### src/common/meter_pkg.sv
package meter_pkg;
  localparam int          ENERGY_W        = 20;
  localparam int          POWER_W         = 16;
  localparam int          CLK_PERIOD_NS   = 8;
  localparam int unsigned WD_PERIOD_NS    = 1_600_000_000;
  localparam int unsigned WD_PULSE_NS     = 16_000_000;
  localparam int unsigned MONO_SHORT_NS   = 31_250_000;
  localparam int unsigned MONO_LONG_NS    = 156_250_000;
  localparam int unsigned LED_PULSE_NS    = 1_000;
  localparam int unsigned WD_PERIOD_CYC   = WD_PERIOD_NS / CLK_PERIOD_NS;
  localparam int unsigned WD_PULSE_CYC    = (WD_PULSE_NS + CLK_PERIOD_NS - 1) / CLK_PERIOD_NS;
  localparam int unsigned MONO_SHORT_CYC  = (MONO_SHORT_NS + CLK_PERIOD_NS - 1) / CLK_PERIOD_NS;
  localparam int unsigned MONO_LONG_CYC   = (MONO_LONG_NS + CLK_PERIOD_NS - 1) / CLK_PERIOD_NS;
  localparam int unsigned LED_PULSE_CYC   = (LED_PULSE_NS + CLK_PERIOD_NS - 1) / CLK_PERIOD_NS;
  localparam logic [7:0]  CFG_OFS         = 8'h00;
  localparam logic [7:0]  STATUS_OFS      = 8'h04;
  localparam logic [7:0]  LATCH_OFS       = 8'h08;
  localparam logic [7:0]  SNAP_OFS        = 8'h10;
  localparam int          CFG_W           = 12;
  localparam int          CFG_TOPO_LSB    = 0;
  localparam int          CFG_APP_LSB     = 3;
  localparam int          CFG_EMI_BIT     = 5;
  localparam int          CFG_TYPE_BIT    = 6;
  localparam int          CFG_FUND_BIT    = 7;
  localparam int          CFG_DIV_LSB     = 8;
  localparam int          CFG_NEG_LSB     = 10;
  localparam logic [CFG_W-1:0] CFG_RESET  = 12'h000;
  localparam logic [2:0]  TOPO_3PH_MAX    = 3'h2;
  localparam logic [2:0]  TOPO_SPLIT      = 3'h3;
  localparam logic [1:0]  APP_PERIPH_ZC   = 2'h0;
  localparam logic [1:0]  APP_PERIPH_STEP = 2'h1;
  localparam logic [1:0]  NEG_FERRARIS    = 2'h0;
  localparam logic [1:0]  NEG_ABS         = 2'h1;
  localparam logic [1:0]  NEG_CLAMP_PH    = 2'h2;
  localparam logic [15:0] EMI_THRESH      = 16'h1000;
  localparam logic [15:0] EMI_HYST        = 16'h0100;
  localparam logic [11:0] STEP_BASE_DIV0  = 12'h040;
  localparam logic [11:0] STEP_BASE_DIV1  = 12'h080;
  localparam logic [11:0] STEP_BASE_DIV2  = 12'h020;
  localparam logic [11:0] STEP_BASE_DIV3  = 12'h100;
  localparam logic [11:0] STEP_LONG_MUL   = 12'h00A;
  typedef enum logic [1:0] {COIL_IDLE, COIL_A, COIL_B} coil_e;
endpackage : meter_pkg

### src/meter_tamper_pulse_outputs.sv
`timescale 1ns/1ps
module meter_tamper_pulse_outputs
  import meter_pkg::*;
#(
  parameter int          PW               = POWER_W,
  parameter int unsigned WD_PERIOD_CYCLES = WD_PERIOD_CYC,
  parameter int unsigned WD_PULSE_CYCLES  = WD_PULSE_CYC,
  parameter int unsigned MONO_SHORT       = MONO_SHORT_CYC,
  parameter int unsigned MONO_LONG        = MONO_LONG_CYC
) (
  input  wire logic                hclk,
  input  wire logic                hresetn,
  input  wire logic                hsel,
  input  wire logic [31:0]         haddr,
  input  wire logic [1:0]          htrans,
  input  wire logic                hwrite,
  input  wire logic [2:0]          hsize,
  input  wire logic [31:0]         hwdata,
  input  wire logic                hready,
  output logic      [31:0]         hrdata,
  output logic                     hreadyout,
  output logic                     hresp,
  input  wire logic [2:0][PW-1:0]  act_power,
  input  wire logic [2:0][PW-1:0]  fund_act_power,
  input  wire logic [2:0][PW-1:0]  react_power,
  input  wire logic [2:0][PW-1:0]  fund_react_power,
  input  wire logic                current_sum_tamper_flag,
  input  wire logic                phase_sequence_flag,
  input  wire logic [15:0]         hall_dc_level,
  input  wire logic [15:0]         hall_rms_level,
  input  wire logic                zero_cross_signal,
  input  wire logic                supply_ok_pin,
  input  wire logic                latch_sync_pin,
  input  wire logic                spi_sdo,
  input  wire logic                spi_sdo_oe,
  output logic                     serial_data_pin_o,
  output logic                     serial_data_pin_oe,
  output logic                     motor_out_pos,
  output logic                     motor_out_neg,
  output logic                     energy_pulse_pin,
  output logic                     phase_sign_mismatch_flag
);
  logic [CFG_W-1:0]      cfg_ff;
  logic [2:0]            topology;
  logic [1:0]            app_mode;
  logic [1:0]            div_sel;
  logic [1:0]            neg_mode;
  logic                  emi_en;
  logic                  wr_ff;
  logic [7:0]            addr_ff;
  logic [31:0]           hrdata_ff;
  logic                  take;
  logic [1:0]            supply_sync_ff;
  logic                  supply_ok_ff;
  logic [2:0]            latch_sync_ff;
  logic                  latch_req;
  logic [2:0]            sgn;
  logic                  mismatch_ff;
  logic                  tamper_ff;
  logic                  dc_over;
  logic                  rms_over;
  logic                  emi_ff;
  logic [2:0][PW-1:0]    pw_in [4];
  logic signed [PW+1:0]  eng_in [4][4];
  logic [ENERGY_W-1:0]   energy [4][4];
  logic [3:0]            carry [4];
  logic [ENERGY_W-1:0]   snap_ff [4];
  logic [1:0]            sel_type;
  logic [1:0]            sel_ch;
  logic [7:0]            led_cnt_ff;
  logic [31:0]           wd_cnt_ff;
  logic [31:0]           wd_len_ff;
  logic                  wd_hi_ff;
  logic [11:0]           step_cnt_ff;
  logic [11:0]           step_div;
  logic [31:0]           mono_ff;
  coil_e                 coil_ff;
  logic                  next_b_ff;
  logic                  pos_ff;
  logic                  neg_ff;

  assign topology = cfg_ff[CFG_TOPO_LSB +: 3];
  assign app_mode = cfg_ff[CFG_APP_LSB +: 2];
  assign div_sel  = cfg_ff[CFG_DIV_LSB +: 2];
  assign neg_mode = cfg_ff[CFG_NEG_LSB +: 2];
  assign emi_en   = cfg_ff[CFG_EMI_BIT] & app_mode[1];

  // Bus slave: zero wait states, always OKAY
  assign take      = hsel & hready & htrans[1];
  assign hreadyout = 1'b1;
  assign hresp     = 1'b0;
  assign hrdata    = hrdata_ff;

  always_ff @(posedge hclk or negedge hresetn) begin
    if (!hresetn) begin
      wr_ff   <= 1'b0;
      addr_ff <= 8'h00;
    end else begin
      wr_ff   <= take & hwrite;
      addr_ff <= take ? haddr[7:0] : addr_ff;
    end
  end

  always_ff @(posedge hclk or negedge hresetn) begin
    if (!hresetn) begin
      cfg_ff <= CFG_RESET;
    end else if (wr_ff && addr_ff == CFG_OFS) begin
      cfg_ff <= hwdata[CFG_W-1:0];
    end
  end

  // Read data is captured in the address phase, so a read right after a write
  // to the same register returns the old value
  always_ff @(posedge hclk or negedge hresetn) begin
    if (!hresetn) begin
      hrdata_ff <= 32'h0000_0000;
    end else if (take && !hwrite) begin
      case (haddr[7:0])
        CFG_OFS:         hrdata_ff <= {20'h0_0000, cfg_ff};
        STATUS_OFS:      hrdata_ff <= {24'h00_0000, supply_ok_ff, coil_ff == COIL_B,
                                       coil_ff == COIL_A, energy_pulse_pin, wd_hi_ff,
                                       phase_sequence_flag, current_sum_tamper_flag,
                                       mismatch_ff};
        SNAP_OFS:        hrdata_ff <= {12'h000, snap_ff[0]};
        SNAP_OFS + 8'h4: hrdata_ff <= {12'h000, snap_ff[1]};
        SNAP_OFS + 8'h8: hrdata_ff <= {12'h000, snap_ff[2]};
        SNAP_OFS + 8'hC: hrdata_ff <= {12'h000, snap_ff[3]};
        default:         hrdata_ff <= 32'h0000_0000;
      endcase
    end
  end

  // Pins from outside the clock domain
  always_ff @(posedge hclk or negedge hresetn) begin
    if (!hresetn) begin
      supply_sync_ff <= 2'b00;
      latch_sync_ff  <= 3'b000;
    end else begin
      supply_sync_ff <= {supply_sync_ff[0], supply_ok_pin};
      latch_sync_ff  <= {latch_sync_ff[1:0], latch_sync_pin};
    end
  end

  assign supply_ok_ff = supply_sync_ff[1];
  assign latch_req    = (latch_sync_ff[1] & ~latch_sync_ff[2])
                      | (wr_ff && addr_ff == LATCH_OFS && hwdata[0]);

  always_ff @(posedge hclk or negedge hresetn) begin
    if (!hresetn) begin
      for (int t = 0; t < 4; t++) snap_ff[t] <= '0;
    end else if (latch_req) begin
      for (int t = 0; t < 4; t++) snap_ff[t] <= energy[t][0];
    end
  end

  // Tamper flags
  always_comb begin
    for (int p = 0; p < 3; p++) sgn[p] = ~act_power[p][PW-1];
  end

  always_ff @(posedge hclk or negedge hresetn) begin
    if (!hresetn) begin
      mismatch_ff <= 1'b0;
      emi_ff      <= 1'b0;
      tamper_ff   <= 1'b0;
    end else begin
      mismatch_ff <= (sgn != 3'b000) && (sgn != 3'b111);
      emi_ff      <= emi_en & (dc_over | rms_over);
      if (topology <= TOPO_3PH_MAX) begin
        tamper_ff <= current_sum_tamper_flag | phase_sequence_flag
                   | mismatch_ff | emi_ff;
      end else begin
        tamper_ff <= current_sum_tamper_flag | emi_ff;
      end
    end
  end

  hysteresis_detect #(.THRESH(EMI_THRESH), .HYST(EMI_HYST)) u_dc_det (
    .hclk   (hclk),
    .hresetn(hresetn),
    .level  (hall_dc_level),
    .over   (dc_over)
  );

  hysteresis_detect #(.THRESH(EMI_THRESH), .HYST(EMI_HYST)) u_rms_det (
    .hclk   (hclk),
    .hresetn(hresetn),
    .level  (hall_rms_level),
    .over   (rms_over)
  );

  assign phase_sign_mismatch_flag = mismatch_ff;
  // Standalone: pin carries tamper; peripheral: left to the serial register port
  assign serial_data_pin_o  = app_mode[1] ? tamper_ff : spi_sdo;
  assign serial_data_pin_oe = app_mode[1] | spi_sdo_oe;

  // Energy integration: types P, F, Q, R; channel 0 three-phase, 1..3 R, S, T
  assign pw_in[0] = act_power;
  assign pw_in[1] = fund_act_power;
  assign pw_in[2] = react_power;
  assign pw_in[3] = fund_react_power;

  function automatic logic signed [PW+1:0] cond_ph(input logic [PW-1:0] raw,
                                                    input logic [1:0]    mode,
                                                    input logic          act);
    logic signed [PW+1:0] v;
    v = (PW+2)'($signed(raw));
    if (act && v < 0 && mode == NEG_ABS) v = -v;
    if (act && v < 0 && mode == NEG_CLAMP_PH) v = '0;
    return v;
  endfunction : cond_ph

  always_comb begin
    for (int t = 0; t < 4; t++) begin
      eng_in[t][0] = '0;
      for (int c = 1; c < 4; c++) begin
        eng_in[t][c] = cond_ph(pw_in[t][c-1], neg_mode, t < 2);
        eng_in[t][0] = eng_in[t][0] + eng_in[t][c];
      end
      if (t < 2 && neg_mode == NEG_FERRARIS && eng_in[t][0] < 0) eng_in[t][0] = '0;
      // Halved input doubles the weight of one energy count
      if (t > 0 && topology == TOPO_SPLIT) begin
        for (int c = 0; c < 4; c++) eng_in[t][c] = eng_in[t][c] >>> 1;
      end
    end
  end

  for (genvar t = 0; t < 4; t++) begin : g_type
    for (genvar c = 0; c < 4; c++) begin : g_ch
      energy_integrator #(.EW(ENERGY_W), .IW(PW + 2)) u_int (
        .hclk   (hclk),
        .hresetn(hresetn),
        .power  (eng_in[t][c]),
        .energy (energy[t][c]),
        .carry  (carry[t][c])
      );
    end
  end

  // Pulse pin selection and stretch
  assign sel_type = app_mode[1] ? 2'b00
                  : {cfg_ff[CFG_TYPE_BIT], cfg_ff[CFG_FUND_BIT]};
  assign sel_ch   = (app_mode == APP_PERIPH_ZC) ? div_sel : 2'b00;

  always_ff @(posedge hclk or negedge hresetn) begin
    if (!hresetn) begin
      led_cnt_ff <= 8'h00;
    end else if (carry[sel_type][sel_ch]) begin
      led_cnt_ff <= 8'(LED_PULSE_CYC);
    end else if (led_cnt_ff != 8'h00) begin
      led_cnt_ff <= led_cnt_ff - 8'h01;
    end
  end

  assign energy_pulse_pin = led_cnt_ff != 8'h00;

  // Watchdog: a latch request restarts the interval
  always_ff @(posedge hclk or negedge hresetn) begin
    if (!hresetn) begin
      wd_cnt_ff <= 32'h0000_0000;
      wd_len_ff <= 32'h0000_0000;
      wd_hi_ff  <= 1'b0;
    end else if (!supply_ok_ff) begin
      wd_cnt_ff <= 32'h0000_0000;
      wd_len_ff <= 32'h0000_0000;
      wd_hi_ff  <= 1'b1;
    end else begin
      if (latch_req || wd_cnt_ff == 32'(WD_PERIOD_CYCLES - 1)) begin
        wd_cnt_ff <= 32'h0000_0000;
      end else begin
        wd_cnt_ff <= wd_cnt_ff + 32'h0000_0001;
      end
      if (!latch_req && wd_cnt_ff == 32'(WD_PERIOD_CYCLES - 1)) begin
        wd_hi_ff  <= 1'b1;
        wd_len_ff <= 32'(WD_PULSE_CYCLES - 1);
      end else if (wd_len_ff != 32'h0000_0000) begin
        wd_len_ff <= wd_len_ff - 32'h0000_0001;
      end else begin
        wd_hi_ff <= 1'b0;
      end
    end
  end

  // Stepper: divide three-phase active pulses, then a mono-flop per step
  always_comb begin
    case (div_sel)
      2'd0:    step_div = STEP_BASE_DIV0;
      2'd1:    step_div = STEP_BASE_DIV1;
      2'd2:    step_div = STEP_BASE_DIV2;
      default: step_div = STEP_BASE_DIV3;
    endcase
    if (cfg_ff[CFG_TYPE_BIT]) step_div = 12'(step_div * STEP_LONG_MUL);
  end

  always_ff @(posedge hclk or negedge hresetn) begin
    if (!hresetn) begin
      step_cnt_ff <= 12'h000;
      mono_ff     <= 32'h0000_0000;
      coil_ff     <= COIL_IDLE;
      next_b_ff   <= 1'b0;
    end else if (app_mode == APP_PERIPH_ZC) begin
      step_cnt_ff <= 12'h000;
      mono_ff     <= 32'h0000_0000;
      coil_ff     <= COIL_IDLE;
    end else begin
      if (carry[0][0]) begin
        step_cnt_ff <= (step_cnt_ff >= step_div - 12'h001) ? 12'h000 : step_cnt_ff + 12'h001;
      end
      case (coil_ff)
        COIL_IDLE: begin
          if (carry[0][0] && step_cnt_ff >= step_div - 12'h001) begin
            coil_ff   <= next_b_ff ? COIL_B : COIL_A;
            next_b_ff <= ~next_b_ff;
            mono_ff   <= cfg_ff[CFG_TYPE_BIT] ? 32'(MONO_LONG - 1) : 32'(MONO_SHORT - 1);
          end
        end
        COIL_A, COIL_B: begin
          if (mono_ff == 32'h0000_0000) begin
            coil_ff <= COIL_IDLE;
          end else begin
            mono_ff <= mono_ff - 32'h0000_0001;
          end
        end
        default: coil_ff <= COIL_IDLE;
      endcase
    end
  end

  // Motor pins
  always_ff @(posedge hclk or negedge hresetn) begin
    if (!hresetn) begin
      pos_ff <= 1'b0;
      neg_ff <= 1'b0;
    end else if (app_mode == APP_PERIPH_ZC) begin
      pos_ff <= zero_cross_signal;
      neg_ff <= wd_hi_ff;
    end else begin
      pos_ff <= coil_ff == COIL_A;
      neg_ff <= coil_ff == COIL_B;
    end
  end

  assign motor_out_pos = pos_ff;
  assign motor_out_neg = neg_ff;
endmodule : meter_tamper_pulse_outputs

### src/energy_integrator.sv
`timescale 1ns/1ps
module energy_integrator #(
  parameter int EW = 20,
  parameter int IW = 18
) (
  input  wire logic                 hclk,
  input  wire logic                 hresetn,
  input  wire logic signed [IW-1:0] power,
  output logic             [EW-1:0] energy,
  output logic                      carry
);
  logic        [EW-1:0] energy_ff;
  logic                 carry_ff;
  logic signed [EW+1:0] nxt_sum;

  // Wraps in either direction; a wrap is one energy quantum on the pulse train
  assign nxt_sum = $signed({2'b00, energy_ff}) + (EW+2)'(power);

  always_ff @(posedge hclk or negedge hresetn) begin
    if (!hresetn) begin
      energy_ff <= '0;
      carry_ff  <= 1'b0;
    end else begin
      energy_ff <= nxt_sum[EW-1:0];
      carry_ff  <= nxt_sum[EW+1] | nxt_sum[EW];
    end
  end

  assign energy = energy_ff;
  assign carry  = carry_ff;
endmodule : energy_integrator

### src/hysteresis_detect.sv
`timescale 1ns/1ps
module hysteresis_detect #(
  parameter logic [15:0] THRESH = 16'h1000,
  parameter logic [15:0] HYST   = 16'h0100
) (
  input  wire logic        hclk,
  input  wire logic        hresetn,
  input  wire logic [15:0] level,
  output logic             over
);
  logic over_ff;

  // Clears only well below the threshold so a level near it does not chatter
  always_ff @(posedge hclk or negedge hresetn) begin
    if (!hresetn) begin
      over_ff <= 1'b0;
    end else if (level > THRESH) begin
      over_ff <= 1'b1;
    end else if (level < THRESH - HYST) begin
      over_ff <= 1'b0;
    end
  end

  assign over = over_ff;
endmodule : hysteresis_detect

### config.mk
export PLATFORM = sky130hd
export DESIGN_NAME = meter_tamper_pulse_outputs
export DESIGN_NICKNAME = d
export VERILOG_FILES = /design/src/common/meter_pkg.sv /design/src/meter_tamper_pulse_outputs.sv /design/src/energy_integrator.sv /design/src/hysteresis_detect.sv
export SDC_FILE = /design/constraint.sdc
export NUM_CORES = 2
export LEC_CHECK = 0
export ABC_AREA = 1
export BUFFER_PORTS_ARGS = -buffer_cell sky130_fd_sc_hd__buf_4
export CAP_MARGIN = 30
export CORE_ASPECT_RATIO = 0.6
export CORE_MARGIN = 4
export CORE_UTILIZATION = 57
export DETAILED_ROUTE_END_ITERATION = 8
export PLACE_DENSITY = 0.87
export SYNTH_ARGS = -nofsm -noshare
export SYNTH_HDL_FRONTEND = slang
export SYNTH_SLANG_ARGS = --single-unit
### constraint.sdc
create_clock -name hclk -period 4.8 [get_ports hclk]
set_input_delay 0.24 -clock hclk [delete_from_list [all_inputs] [get_ports hclk]]
set_output_delay 0.24 -clock hclk [all_outputs]
set_load 0.01 [all_outputs]
-- Yosys cells after proc, flatten, opt, wreduce, memory -nomap -nowiden
Cells that the tools add are included.
- register bits: 601
- input bits: 305
- output and inout bits: 40
- word-level logic and storage cells: 273
- add/sub/neg operators: 36
- $mul: 1
- magnitude comparators: 22
- eq/ne operators: 20
- muxes and demuxes: 58
- bitwise logic cells: 36
- reductions and logical operators: 43
- operators by type and width (cell ; count):
    adder 21 x 18 -> 22 bit ; 16
    two-way mux 32 bit ; 8
    two-way mux 18 bit ; 14
    two-way mux 71 bit ; 3
    < comparator 18 x 1 -> 1 bit (second input constant) ; 8
    one-hot mux 20 bit (6 select lines) ; 1
    negator 16 -> 18 bit ; 6
    < comparator 16 x 1 -> 1 bit (second input constant) ; 6
    adder 18 bit ; 4
    one-hot mux 32 bit (2 select lines) ; 1
    subtractor 32 x 1 -> 32 bit (second input constant) ; 2
    two-way mux 12 bit ; 4
    adder 17 x 16 -> 18 bit ; 2
    adder 16 x 16 -> 17 bit ; 2
    adder 32 x 1 -> 32 bit (second input constant) ; 1
    equality test 32 x 28 -> 1 bit (second input constant) ; 1
    equality test 8 x 5 -> 1 bit (second input constant) ; 4
    greater-than comparator 16 x 13 -> 1 bit (second input constant) ; 2
    logical NOT 32 bit ; 1
    < comparator 16 x 12 -> 1 bit (second input constant) ; 2
    nonzero test 32 bit ; 1
    one-hot mux 9 bit (3 select lines) ; 1
    two-way mux 25 bit ; 1
    OR 1 bit ; 23
    36 further kinds ; 102

-- Longest topological paths before layout
- word-level depth: 14
- gate-level depth with buffers: 39
- gate-level depth less buffers: 38

-- By module
A second synthesis with hierarchy kept.
- cells, all modules: 8372
- area total of the unflattened synthesis: 54549.8 um2
- by module, submodules not included (module ; times used ; cells an instance ; area an instance (um2)):
    meter_tamper_pulse_outputs ; 1 ; 3906 ; 24398.4
    energy_integrator (g_type[0].g_ch[0].u_int ...) ; 13 ; 276 ; 1864.3
    energy_integrator (g_type[1].g_ch[1].u_int ...) ; 2 ; 276 ; 1901.8
    energy_integrator (g_type[1].g_ch[3].u_int) ; 1 ; 276 ; 1874.3
    hysteresis_detect ; 2 ; 25 ; 118.9

-- Worst setup path after synthesis
OpenSTA, ideal clock, no wires.
- kind: reg2reg
- from: reg cfg_ff[10]
- to: reg g_type[0].g_ch[0].u_int.energy_ff[12]
- setup time: 125 ps
- arrival: 4889 ps
- required time: 4675 ps
- path slack: -214 ps
- cell stages (with the launch flop): 35
- period minus slack after synthesis: 5014 ps
- path through: dfrtp_1 -> inv_2 -> nand2_4 -> buf_2 -> nor2_1 -> inv_1 -> buf_2 -> o21ai_0 -> nor2_1 -> inv_1 -> fa_1 -> inv_1 -> ha_1 -> inv_1 -> fa_1 -> inv_1 -> nand2_1 -> nand2_1 -> nand3_1 -> nand2_1 -> nand2_1 -> nand3_1 -> nand3_2 -> buf_2 -> nand2_1 -> inv_1 -> ha_1 -> fa_1 -> nand3_1 -> nand2_1 -> a21oi_1 -> o21ai_0 -> nand2_1 -> nand2_1 -> xor2_1
- word-level cells in the longest chain between the ends: 12
- elaborated cells on any way between the ends: 24
- ends and longest elaborated chain (item ; RTL line ; text):
    from (decl) ; meter_tamper_pulse_outputs.sv:43 ; logic [CFG_W-1:0] cfg_ff;
    from (signal assigned) ; meter_tamper_pulse_outputs.sv:108 ; cfg_ff <= hwdata[CFG_W-1:0];
    equality test 2 x 1 -> 1 bit ; - ;
    logical AND 1 bit ; meter_tamper_pulse_outputs.sv:208 ; if (act && v < 0 && mode == NEG_ABS) v = -v;
    two-way mux 18 bit ; meter_tamper_pulse_outputs.sv:208 ;
    < comparator 18 x 1 -> 1 bit ; meter_tamper_pulse_outputs.sv:209 ; if (act && v < 0 && mode == NEG_CLAMP_PH) v = '0;
    logical AND 1 bit ; meter_tamper_pulse_outputs.sv:209 ;
    two-way mux 18 bit ; meter_tamper_pulse_outputs.sv:209 ;
    adder 18 bit (2 in a row) ; meter_tamper_pulse_outputs.sv:218 ; eng_in[t][0] = eng_in[t][0] + eng_in[t][c];
    < comparator 18 x 1 -> 1 bit ; meter_tamper_pulse_outputs.sv:220 ; if (t < 2 && neg_mode == NEG_FERRARIS && eng_in[t][0] < 0) eng_in[t][0] = '0;
    logical AND 1 bit ; meter_tamper_pulse_outputs.sv:220 ;
    two-way mux 18 bit * ; meter_tamper_pulse_outputs.sv:220 ;
    adder 21 x 18 -> 22 bit * ; energy_integrator.sv:17 ; assign nxt_sum = $signed({2'b00, energy_ff}) + (EW+2)'(power);
    named net g_type[0].g_ch[0].u_int.nxt_sum[12] ; energy_integrator.sv:14 ; logic signed [EW+1:0] nxt_sum;
    to (signal assigned) ; energy_integrator.sv:24 ; energy_ff <= nxt_sum[EW-1:0];
    to (decl) ; energy_integrator.sv:12 ; logic [EW-1:0] energy_ff;
The timed path passes the listed nets; every way through them passes the cells marked *.
A chain may end at the register's enable or synchronous reset.

-- Worst setup path after layout
- from: reg cfg_ff[11]
- to: reg g_type[1].g_ch[0].u_int.energy_ff[17]
- word-level cells in the longest chain between the ends: 13
- elaborated cells on any way between the ends: 25
- ends and longest elaborated chain (item ; RTL line ; text):
    equality test 2 x 1 -> 1 bit ; - ;
    logical AND 1 bit ; meter_tamper_pulse_outputs.sv:208 ;
    two-way mux 18 bit ; meter_tamper_pulse_outputs.sv:208 ;
    < comparator 18 x 1 -> 1 bit ; meter_tamper_pulse_outputs.sv:209 ;
    logical AND 1 bit ; meter_tamper_pulse_outputs.sv:209 ;
    two-way mux 18 bit ; meter_tamper_pulse_outputs.sv:209 ;
    adder 18 bit (2 in a row) ; meter_tamper_pulse_outputs.sv:218 ;
    < comparator 18 x 1 -> 1 bit ; meter_tamper_pulse_outputs.sv:220 ;
    logical AND 1 bit ; meter_tamper_pulse_outputs.sv:220 ;
    two-way mux 18 bit * ; meter_tamper_pulse_outputs.sv:220 ;
    two-way mux 71 bit ; meter_tamper_pulse_outputs.sv:222 ; if (t > 0 && topology == TOPO_SPLIT) begin
    adder 21 x 18 -> 22 bit * ; energy_integrator.sv:17 ;
    named net g_type[1].g_ch[0].u_int.nxt_sum[17] ; energy_integrator.sv:14 ;
    to (signal assigned) ; energy_integrator.sv:24 ;
    to (decl) ; energy_integrator.sv:12 ;
Marks and branches as above.

==> summary.md <==
| Metric | Value |
|---|---|
| Max cap viols | 0 |
| Die X-Extent | 395.5 microns |
| Vias in the first global route | 49990 |
| Vias per cell | 5.701 |
| Worst path arrival time | 5.59 ns |
| RSZ-0062 raised after global routing | yes |
| Sequential area share after synthesis | 0.2871 |
| Max-slew headroom | 0.2757 |
| Drt initial violations | 6285 |
| Fraction of layout cells with a size suffix above 1 | 0.1537 |
| Outcome | finished with violations |
| Final hold viol count | 0 |
| Seq cells post-synth | 589 |
| Syn. warnings | 0 |
| I/O pin count | 345 |
| Synthesized area per cell | 6.867 sq um |
| Core area | 88490 sq um |
| Synthesized area | 51340 sq um |
| Max Used Layer | met4 |
| N_diodes | 0 |
| Worst-Skew Late Latency | 0.70 ns |
| Crit-path slowest cell | fa_1 |
| Clk_skew | 0.04972 ns |
| Area contributors post-synth | dfrtp_1, nand2_1, ha_1 |
| Final GP Congestion | 1.022 |
| Top FF cell, synth | dfrtp_1 |
| Fin nets | 9058 |
| TritonCTS buffer count | 61 |
| H-tree lvl count | 2 |
| Area occupied by multi-input gates | 33960 sq um |
| TritonCTS clock tree | done |
| Most common cell in the netlist | nand2_1 |
| Crit start category | register |
| Final Setup Violations | 14 |
| CP endpoint kind | register |
| Pwr dens | 709.4 nW/um^2 |
| DRT Pass-1 Iters | 9 |
| Max Buffers Root-to-Sink | 3 |
| First-pass GRT wire length | 262600 microns |
| Port buffer count | 282 |
| Distinct cells, synth | 56 |
| Cell area after layout | 62790 sq um |
| Row count | 84 |
| Met3 wire len | 19090 microns |
| Die area | 95100 sq um |
| Reg clk slew, reported paths | 0.07 ns |
| Lkg Pwr | 33.29 nW |
| Via count | 54128 |
| FILL cells | 7206 |
| Placed inst area | 57830 sq um |
| Synth cell count leaders | nand2_1, inv_1, nor2_1 |
| Root buf cell | clkbuf_16 |
| Crit path max fanout | 7 |
| Antenna-violating nets left | 0 |
| Antenna violations before repair | 1 |
| Synth async-reset ratio | 1.000 |
| Worst Path Class, Setup | register to register |
| Setup ws final | -0.1890 ns |
| Area Overhead vs Synth | 22.28% |
| Post-synth top area cell | dfrtp_1 |
| Final Util | 0.7095 |
| Initial Utilization | 0.5802 |
| WL met1 | 76590 microns |
| Minimum clock period | 4.989 ns |
| Post-synth EDFFs | 0 |
| DRC | 0 |
| Total global routing overflow | 0 |
| Sequential cell area | 14740 sq um |
| Total clock sinks | 589 |
| Non-filler instance count after layout | 9495 |
| Largest net degree at the start of global routing | 162 |
| WL met2 | 69140 microns |
| Least-Margin Pin Slew | 1.082 ns |
| Critical Path Max Stage Delay | 0.44 ns |
| Avg WL per Cell | 17.77 microns |
| Total GRT Usage | 0.3390 |
| Final WL | 168800 microns |
| Final max-slew violation count | 0 |
| Crit path required time | 5.41 ns |
| Post-detail-place hpwl | 131000 microns |
| Fmax | 0.2004 GHz |
| Failing checks | setup timing |
| Final worst path period share | 1.039 |
| Cell count after synthesis | 7477 |
| Die Ht | 240.5 microns |
| Hold WC Path Type | input pin to register |
| Share of the synthesized area in the top cell type | 0.2871 |
| Max rail drop VDD | 0.0005892 V |
| Placed Instances | 9284 |
-- cell families after synthesis --
| family | count (synthesis) | synth area share |
|---|---|---|
| other | 2 | 0.0001463 |
| XOR/XNOR | 334 | 0.05697 |
| buffers and inverters | 1133 | 0.08597 |
| AO/OA/AOI/OAI | 1138 | 0.1215 |
| flip-flops | 589 | 0.2871 |
| AND/OR/NAND/NOR | 3743 | 0.3055 |
| adder cells (fa/ha/maj) | 515 | 0.1381 |
| multiplexers | 23 | 0.004776 |
-- final cells by class --
cell class | count | share of cell area
clock buffer | 78 | 0.02740
tap | 1204 | 0.02399
inverter | 1011 | 0.06066
sequential | 589 | 0.2348
multi-input combinational | 5768 | 0.5409
timing repair buffer | 807 | 0.1029
clock inverter | 38 | 0.009346
-- per-layer routing --
layer	global-route usage	vias to the layer above
li1	-	25800
met1	0.5159	25311
met2	0.4921	2697
met3	0.07299	320
met4	0.07507	0
met5	0	-
-- final timing paths --
path	endpoint	from	slack (ns)	cells after the start
setup / recovery	g_type[1].g_ch[0].u_int.energy[17]$_DFF_PN0_	cfg_ff[11]$_DFFE_PN0P_	-0.19	32
hold / removal	g_type[2].g_ch[3].u_int.carry$_DFF_PN0_	react_power[47]	0.04	3
setup reg to reg	g_type[1].g_ch[0].u_int.energy[17]$_DFF_PN0_	cfg_ff[11]$_DFFE_PN0P_	-0.19	32
hold reg to reg	latch_sync_ff[1]$_DFF_PN0_	latch_sync_ff[0]$_DFF_PN0_	0.35	0
max in group asynchronous	wd_len_ff[3]$_DFFE_PN0P_	hresetn	3.50	3
min in group asynchronous	g_type[0].g_ch[3].u_int.energy[8]$_DFF_PN0_	hresetn	0.12	2
-- through the flow --
step | hold slack (ns) | total power, mW | TNS [ns] | setup slack [ns]
floorplan | -0.05559 | 26.19 | 0 | 0.001772
global placement | 0.2799 | 34.02 | -7.281 | -0.3829
detailed placement | 0.2748 | 34.79 | -11.08 | -0.4937
CTS | 0.01295 | 41.42 | -0.01079 | -0.01079
global route | 0.03960 | 48.05 | -6.929 | -0.4345
finish | 0.04443 | 44.54 | -0.8284 | -0.1890
-- placed cells by master (no fill, tap or decap), types with 14 or more instances in the layout --
cell,count
nand3_1,482
inv_2,40
conb_1,14
buf_4,717
or2_2,33
nor2_2,31
o21ai_1,23
and3_1,14
a21o_1,33
a21oi_2,32
nand2_1,2035
nor3b_1,15
nand4_1,137
nand2_2,52
o22ai_1,52
nor2_4,20
xor2_1,256
a31oi_1,29
buf_6,27
dlygate4sd3_1,47
clkbuf_16,61
o21ai_0,443
a21oi_1,370
inv_1,964
ha_1,384
o21bai_1,69
dfrtp_1,589
xnor2_1,69
ha_4,42
nand3_2,44
nand2_4,22
nor2_1,693
nand3b_1,20
a21boi_0,33
nor3_1,100
fa_1,81
-- worst max-delay path, delay by kind of cell, from the launching register on --
| kind | cells | cell delay [ns] |
|---|---|---|
| AO/OA/AOI/OAI | 2 | 0.32 |
| XOR/XNOR | 1 | 0.17 |
| flip-flops | 1 | 0.39 |
| adder cells (fa/ha/maj) | 3 | 1.01 |
| AND/OR/NAND/NOR | 18 | 1.96 |
| buffers and inverters | 8 | 1.10 |
-- power breakdown --
group	total (mW)	switching, mW	internal (mW)
registers	8.59	1.36	7.23
clock network	5.56	2.35	3.20
logic	30.4	18.2	12.2
total	44.5	21.9	22.6
-- registers in the layout, summed over array words and instances (netlist names), 2 cells and up --
name	count
led_cnt_ff	8
snap_ff	80
hrdata	20
wd_len_ff	32
wd_cnt_ff	32
step_cnt_ff	12
addr_ff	8
mono_ff	32
latch_sync_ff	3
g_type.g_ch.u_int.carry	16
supply_sync_ff	2
g_type.g_ch.u_int.energy	320
coil_ff	2
cfg_ff	12
-- timing repair --
item / CTS / global route
pin swaps: 34 / 138
hold buffers: 47 / 0
resized for setup: 114 / 304
hold endpoints to repair: 110 / 0
buffers inserted: 15 / 34
gates cloned: 2 / 0
setup endpoints to repair: 33 / 35
Note: power is estimated with default switching activity, not from simulation.
